[src/pkg/pbc_pkg.sv]
// Purpose: shared constants for the push button power controller
// Assumes: 10 MHz system clock, millisecond timebase derived inside the block
// Notes: times stay in ms here; only TICK_CYCLES gives the clocks per ms tick
package pbc_pkg;
  localparam int unsigned CLK_HZ = 10000000;
  localparam int unsigned MS_PER_S = 1000;
  localparam int unsigned TICK_CYCLES = CLK_HZ / MS_PER_S;
  localparam int unsigned TICK_W = 14;
  localparam int unsigned MS_W = 16;
  localparam logic [MS_W-1:0] TURN_ON_DEBOUNCE_MS = 16'h0020;
  localparam logic [MS_W-1:0] TURN_OFF_DEBOUNCE_MS = 16'h0020;
  localparam logic [MS_W-1:0] KEEP_ALIVE_BLANK_MS = 16'h0200;
  localparam logic [MS_W-1:0] FORCED_OFF_BASE_MS = 16'h0040;
  localparam logic [MS_W-1:0] FORCED_OFF_EXTRA_MS_DEF = 16'h0000;
  localparam logic [TICK_W-1:0] TICK_LAST = TICK_W'(TICK_CYCLES - 1);
  localparam int unsigned SYNC_W = 4;
  localparam int unsigned SYNC_PB = 0;
  localparam int unsigned SYNC_UV = 1;
  localparam int unsigned SYNC_WARN = 2;
  localparam int unsigned SYNC_KEEP = 3;
  localparam logic [SYNC_W-1:0] SYNC_RESET = 4'hf;
endpackage

[src/logic/pbc_sync.sv]
// Purpose: two-flop synchronisers for the slow external inputs
// Assumes: inputs idle high, so flops reset to one
// Notes: only the second stage is visible outside
`timescale 1ns/100ps
module pbc_sync
  import pbc_pkg::*;
(
  input wire logic i_mclk,
  input wire logic i_rst,
  input wire logic [SYNC_W-1:0] i_async,
  output logic [SYNC_W-1:0] o_sync
);
  logic [SYNC_W-1:0] stage1;
  logic [SYNC_W-1:0] next_stage1;
  logic [SYNC_W-1:0] next_sync;

  always_comb
  begin
    next_stage1 = i_async;
    next_sync = stage1;
  end

  always_ff @(posedge i_mclk or posedge i_rst)
  begin
    if (i_rst)
    begin
      stage1 <= SYNC_RESET;
      o_sync <= SYNC_RESET;
    end
    else
    begin
      stage1 <= next_stage1;
      o_sync <= next_sync;
    end
  end
endmodule

[src/logic/pbc_ctrl.sv]
// Purpose: push button on/off controller with host keep-alive handshake
// Assumes: comparator results arrive as digital levels, low meaning below threshold
// Notes: extra power-down delay is a parameter in ms instead of a capacitor
//
// Summary of operation
// - enable asserts only after the button is low without a break for 32 ms.
// - assertion of enable starts a 512 ms blanking window that ignores keep-alive.
// - keep-alive still low at the end of blanking drops enable at once.
// - only a debounced button press can turn power on.
// - after blanking, the interrupt goes low once button or undervoltage is low for 32 ms.
// - the first power-down source to go low owns the sequence; the other is ignored.
// - the owner held low for 64 ms plus the extra delay forces enable off.
// - keep-alive low after blanking drops enable during normal operation.
// - the warning output follows the warning comparator three clocks later, with no gating.
// - while off and undervoltage is low, button activity is ignored.
// - enable polarity is selectable with identical sequencing.
// - interrupt stays low at least 32 ms, while the owning source is held, and drops with enable.
// - with no extra delay programmed the forced-off delay is 64 ms.
`timescale 1ns/100ps
module pbc_ctrl
  import pbc_pkg::*;
#(
  parameter logic [MS_W-1:0] POWER_DOWN_EXTRA_DELAY = FORCED_OFF_EXTRA_MS_DEF,
  parameter bit ENABLE_ACTIVE_HIGH = 1'b1,
  // clocks per millisecond tick; a bench may shorten it to keep runs small
  parameter int unsigned TICK_LEN = TICK_CYCLES
)
(
  input wire logic i_mclk,
  input wire logic i_rst,
  input wire logic i_push_button_n,
  input wire logic i_undervoltage_lockout,
  input wire logic i_supply_warn_in,
  input wire logic i_keep_alive,
  output logic o_power_enable,
  output logic o_interrupt_n,
  output logic o_supply_warn_out_n,
  output logic o_supply_warn_out_oe
);
  typedef enum logic [2:0] {ST_OFF, ST_BLANK, ST_ON, ST_DOWN} state_t;
  typedef enum logic [1:0] {OWN_NONE, OWN_PB, OWN_UV} owner_t;

  logic [SYNC_W-1:0] syn;
  logic pb_low;
  logic uv_low;
  logic warn_low;
  logic keep_high;

  pbc_sync u_sync
  (
    .i_mclk(i_mclk),
    .i_rst(i_rst),
    .i_async({i_keep_alive, i_supply_warn_in, i_undervoltage_lockout, i_push_button_n}),
    .o_sync(syn)
  );

  assign pb_low = ~syn[SYNC_PB];
  assign uv_low = ~syn[SYNC_UV];
  assign warn_low = ~syn[SYNC_WARN];
  assign keep_high = syn[SYNC_KEEP];

  // millisecond timebase
  logic [TICK_W-1:0] tick_cnt;
  logic [TICK_W-1:0] next_tick_cnt;
  logic tick;
  logic next_tick;
  localparam logic [TICK_W-1:0] TICK_END = TICK_W'(TICK_LEN - 1);

  always_comb
  begin
    next_tick = (tick_cnt == TICK_END);
    next_tick_cnt = next_tick ? '0 : tick_cnt + 1'b1;
  end

  always_ff @(posedge i_mclk or posedge i_rst)
  begin
    if (i_rst)
    begin
      tick_cnt <= '0;
      tick <= 1'b0;
    end
    else
    begin
      tick_cnt <= next_tick_cnt;
      tick <= next_tick;
    end
  end

  function automatic logic [MS_W-1:0] ms_step(input logic [MS_W-1:0] cnt, input logic t);
    ms_step = (t && cnt != '1) ? cnt + 1'b1 : cnt;
  endfunction

  localparam logic [MS_W-1:0] FORCED_OFF_MS = MS_W'(FORCED_OFF_BASE_MS + POWER_DOWN_EXTRA_DELAY);

  state_t state;
  state_t next_state;
  owner_t owner;
  owner_t next_owner;
  logic [MS_W-1:0] deb_ms;
  logic [MS_W-1:0] next_deb_ms;
  logic [MS_W-1:0] phase_ms;
  logic [MS_W-1:0] next_phase_ms;
  logic en_on;
  logic next_en_on;
  logic int_low;
  logic next_int_low;
  logic owner_low;

  always_comb
  begin
    next_state = state;
    next_owner = owner;
    next_deb_ms = deb_ms;
    next_phase_ms = phase_ms;
    next_en_on = en_on;
    next_int_low = int_low;
    owner_low = (owner == OWN_PB) ? pb_low : (owner == OWN_UV) ? uv_low : 1'b0;
    unique case (state)
      ST_OFF:
      begin
        next_int_low = 1'b0;
        next_owner = OWN_NONE;
        // lockout: a dead supply cannot be powered by the button
        if (!pb_low || uv_low)
          next_deb_ms = '0;
        else
          next_deb_ms = ms_step(deb_ms, tick);
        if (deb_ms >= TURN_ON_DEBOUNCE_MS)
        begin
          next_state = ST_BLANK;
          next_en_on = 1'b1;
          next_phase_ms = '0;
          next_deb_ms = '0;
        end
      end
      ST_BLANK:
      begin
        next_phase_ms = ms_step(phase_ms, tick);
        if (phase_ms >= KEEP_ALIVE_BLANK_MS)
        begin
          if (keep_high)
            next_state = ST_ON;
          else
          begin
            next_state = ST_OFF;
            next_en_on = 1'b0;
          end
        end
      end
      ST_ON:
      begin
        if (!keep_high)
        begin
          next_state = ST_OFF;
          next_en_on = 1'b0;
          next_int_low = 1'b0;
        end
        else if (pb_low || uv_low)
        begin
          // the first low source takes ownership; button wins a tie
          next_owner = pb_low ? OWN_PB : OWN_UV;
          next_state = ST_DOWN;
          next_phase_ms = '0;
        end
      end
      ST_DOWN:
      begin
        next_phase_ms = ms_step(phase_ms, tick);
        if (!keep_high)
        begin
          next_state = ST_OFF;
          next_en_on = 1'b0;
          next_int_low = 1'b0;
        end
        else if (owner_low && phase_ms >= FORCED_OFF_MS)
        begin
          next_state = ST_OFF;
          next_en_on = 1'b0;
          next_int_low = 1'b0;
        end
        else if (owner_low && phase_ms >= TURN_OFF_DEBOUNCE_MS)
          next_int_low = 1'b1;
        else if (!owner_low)
        begin
          if (!int_low)
          begin
            // released before the debounce time: no interrupt, drop ownership
            next_state = ST_ON;
            next_owner = OWN_NONE;
          end
          else if (phase_ms >= TURN_OFF_DEBOUNCE_MS + TURN_OFF_DEBOUNCE_MS)
          begin
            // interrupt held at least 32 ms after it went low; host still owns shutdown
            next_int_low = 1'b0;
            next_state = ST_ON;
            next_owner = OWN_NONE;
          end
        end
      end
      default:
      begin
        next_state = ST_OFF;
        next_en_on = 1'b0;
        next_int_low = 1'b0;
      end
    endcase
  end

  // interrupt width is measured from the 32 ms debounce point; the release
  // check above uses phase >= 64 ms, which gives at least 32 ms of low time

  always_ff @(posedge i_mclk or posedge i_rst)
  begin
    if (i_rst)
    begin
      state <= ST_OFF;
      owner <= OWN_NONE;
      deb_ms <= '0;
      phase_ms <= '0;
      en_on <= 1'b0;
      int_low <= 1'b0;
    end
    else
    begin
      state <= next_state;
      owner <= next_owner;
      deb_ms <= next_deb_ms;
      phase_ms <= next_phase_ms;
      en_on <= next_en_on;
      int_low <= next_int_low;
    end
  end

  // output registers
  logic next_power_enable;
  logic next_interrupt_n;
  logic next_warn_oe;

  always_comb
  begin
    next_power_enable = ENABLE_ACTIVE_HIGH ? next_en_on : ~next_en_on;
    next_interrupt_n = ~next_int_low;
    next_warn_oe = warn_low;
  end

  always_ff @(posedge i_mclk or posedge i_rst)
  begin
    if (i_rst)
    begin
      o_power_enable <= ~ENABLE_ACTIVE_HIGH;
      o_interrupt_n <= 1'b1;
      o_supply_warn_out_n <= 1'b0;
      o_supply_warn_out_oe <= 1'b0;
    end
    else
    begin
      o_power_enable <= next_power_enable;
      o_interrupt_n <= next_interrupt_n;
      o_supply_warn_out_n <= 1'b0;
      o_supply_warn_out_oe <= next_warn_oe;
    end
  end
endmodule

[config.mk]
export PLATFORM = sky130hd
export DESIGN_NAME = pbc_ctrl
export DESIGN_NICKNAME = d
export VERILOG_FILES = /design/src/pkg/pbc_pkg.sv /design/src/logic/pbc_sync.sv /design/src/logic/pbc_ctrl.sv
export SDC_FILE = /design/constraint.sdc
export NUM_CORES = 1
export LEC_CHECK = 0
export ABC_AREA = 1
export ABC_CLOCK_PERIOD_IN_PS = 2750
export BUFFER_PORTS_ARGS = -buffer_cell sky130_fd_sc_hd__buf_4
export CAP_MARGIN = 30
export CORE_ASPECT_RATIO = 2
export CORE_MARGIN = 2
export CORE_UTILIZATION = 50
export DETAILED_ROUTE_END_ITERATION = 6
export GPL_ROUTABILITY_DRIVEN = 0
export PLACE_DENSITY = 0.76
export SLEW_MARGIN = 10
export SYNTH_ARGS = -nofsm -noshare
export SYNTH_HDL_FRONTEND = slang
export SYNTH_SLANG_ARGS = --single-unit
[constraint.sdc]
create_clock -name i_mclk -period 2.75 [get_ports i_mclk]
set_input_delay 0.55 -clock i_mclk [delete_from_list [all_inputs] [get_ports i_mclk]]
set_output_delay 0.55 -clock i_mclk [all_outputs]
set_load 0.01 [all_outputs]
==> out/metrics.csv <==
metric,value,unit
share of cells above drive strength 1,0.1106,
WL met1,2.720,mm
Final ANT Viol Nets,0,
drc violations,0,
Syn. warnings,0,
clk sinks,63,
netlist area before placement,3397,sq um
CP Class,reg -> reg,
"area leader, netlist",dfrtp_1,
Clock Root Buffer,clkbuf_16,
Synth area leaders,"dfrtp_1 (40%), nand2_1 (14%), dfstp_2 (7.0%)",
Non-Filler Instances,549,
Initial Util,0.5130,
relative slew slack,0.4887,
Vias,2810,
"Period Utilization, post-route",0.7279,
PD cells,570.2,nW/um^2
Leakage Power,1.855,nW
pre-CTS setup slack,779.1,ps
Hold Buf Count CTS,0,
Die Y,120.6,um
worst-skew pair later-pin latency,330,ps
highest metal used,met4,
Max Freq,499.6,MHz
worst-margin pin slew,766.9,ps
CTS tree,done,
H-tree depth,3,
antenna fix cells,0,
CTS Buffer Depth,2,
routed length on met3,185,um
# IOs,10,
synthesized-area fraction occupied by adder cells,0.03315,
"Req. time, crit path",2970,ps
Die Wd,62.29,um
post-CTS setup buffer count,0,
post-synth top area share,0.3978,
DR pass1 iterations,4,
post-synthesis sequential area ratio,0.4674,
most common library cell in the layout ignoring fill and taps,nand2_1,
setup ws final,748.4,ps
Final Hold Fails,0,
"FFs w/ async S/R, synth",1.000,
post-DP HPWL,5.178,mm
initial antenna violation count,0,
DP Cell Count,533,
Detailed Route WL,7.194,mm
Fin Clk Skew,3.754,ps
core box area,6621,sq um
Clock transition at path regs,60,ps
global-route wire length before repair,12.88,mm
Max Cap Viol,0,
mux contribution to synthesized area,0,
"Slew Viols, Final",0,
Syn Area/Cell,7.686,sq um
number of global-route vias before repair,2921,
Crit Path Max Fanout,16,
PortBufs,8,
grt ovf,0,
largest family of logic cells by synthesized area,simple AND/OR/NAND/NOR gates,
# rows,42,
Post-Synth Simple-Gate Area,0.3495,
post-synthesis cell type count,32,
drt initial violations,241,
# nets final,471,
Finish-stage setup viols,0,
class of the worst hold path,in -> reg,
Worst Setup End Kind,register,
gr usage total,0.2204,
Post-Syn Instances,442,
Synth Area in Compound Gates,0.02394,
vias per inst,5.118,
metal2 WL,3.965,mm
flop2flop setup slack,750,ps
Critical Path Source Type,register,
crit path DAT,2220,ps
"EDFF count, synth",0,
XOR/XNOR Fraction of Synth Area,0.04899,
total CTS buffers,9,
unrepaired setup endpoints after global routing,false,
Die Footprint,7509,sq um
predominant post-synthesis flop cell,dfrtp_1,
post-layout minimum cycle time,2002,ps
Syn Nets,457,
Fin Setup TNS,0,ps
most frequent cells in the layout,"nand2_1 (123), nor2_1 (56), inv_1 (56), dfrtp_1 (54), nand3_1 (43)",
# resized after CTS,0,
Area Overhead vs Synth,13.92,%
Avg WL per Cell,13.10,um
Synth Register Bits,63,
largest net degree at the start of global routing,64,
largest vdd supply drop,0.4288,mV
status,"finished, final reports clean",
-- where the power goes --
group | leakage (nW) | total [mW] | internal, mW | switching (mW)
Clock | 0.157 | 1.23 | 0.803 | 0.426
Sequential | 0.833 | 0.942 | 0.939 | 0.00302
Combinational | 0.865 | 0.0358 | 0.00851 | 0.0273
-- final cells by class --
| type | count | area (sq um) |
|---|---|---|
| Sequential cell | 63 | 1588 |
| Tap cell | 88 | 110.1 |
| Inverter | 58 | 217.7 |
| Clock inverter | 7 | 102.6 |
| Fill cell | 639 | 2751 |
| Clock buffer | 9 | 225.2 |
| Timing Repair Buffer | 10 | 75.07 |
| Multi-Input combinational cell | 314 | 1551 |
-- worst max-delay path, cell delays in order (launching register included) --
cell     delay, ps
dfrtp_1        390
inv_1          110
ha_1           290
nand2_1        110
nor2_1          40
inv_1           80
nand2_1         50
inv_1           50
nand2_1         70
inv_1          310
nand2_4        220
nand2_1        110
nand2_1         60
-- per-layer routing --
| metal | vias up | track usage |
|---|---|---|
| met5 | - | 0 |
| met4 | 0 | 0.1444 |
| met3 | 28 | 0.04651 |
| met2 | 57 | 0.4001 |
| met1 | 1310 | 0.2246 |
| li1 | 1415 | - |
-- worst paths after layout --
check | startpoint | endpoint | depth (start not counted)
max in group asynchronous | i_rst | phase_ms[6] | 3
setup / recovery | state[0] | phase_ms[10] | 12
hold reg to reg | u_sync.next_sync[1] | u_sync.o_sync[1] | 0
setup reg to reg | state[0] | phase_ms[10] | 12
min in group asynchronous | i_rst | tick_cnt[13] | 3
hold / removal | i_supply_warn_in | u_sync.next_sync[2] | 1
-- cells by family after synthesis --
kind of cell / count (synthesis)
DFF: 63
xor gates and xnor gates: 19
AOI/OAI and AO/OA: 15
adders and majority gates: 9
and+or+nand+nor: 270
other: 1
buffers and inverters: 65
-- stage by stage --
step,util,power [mW],hold WS [ps],instance area [sq um]
floorplan,-,0.9812,345.2,3397
global placement,0.5350,0.9948,345.9,3542
detailed placement,0.5350,0.9954,346.8,3542
CTS,0.5845,2.242,309.2,3870
global route,0.5845,2.287,309.4,3870
finish,0.5845,2.207,323.6,3870
-- registers in the layout (all words and copies together), names as in the netlist --
name / cells
int_low: 1
u_sync.o_sync: 4
o_interrupt_n: 1
phase_ms: 16
state: 2
tick: 1
owner: 2
u_sync.next_sync: 4
o_supply_warn_out_oe: 1
deb_ms: 16
tick_cnt: 14
o_power_enable: 1
-- cell usage after synthesis (all sizes together) (7+ instances only) --
| library cell | number |
|---|---|
| nand2 | 129 |
| inv | 58 |
| nor2 | 57 |
| dfrtp | 54 |
| nand3 | 44 |
| nor3 | 20 |
| xor2 | 17 |
| dfstp | 9 |
| ha | 9 |
| nand4 | 9 |
| a21oi | 7 |
| o21ai | 7 |
No activity file was read; power rests on OpenSTA's default activity.
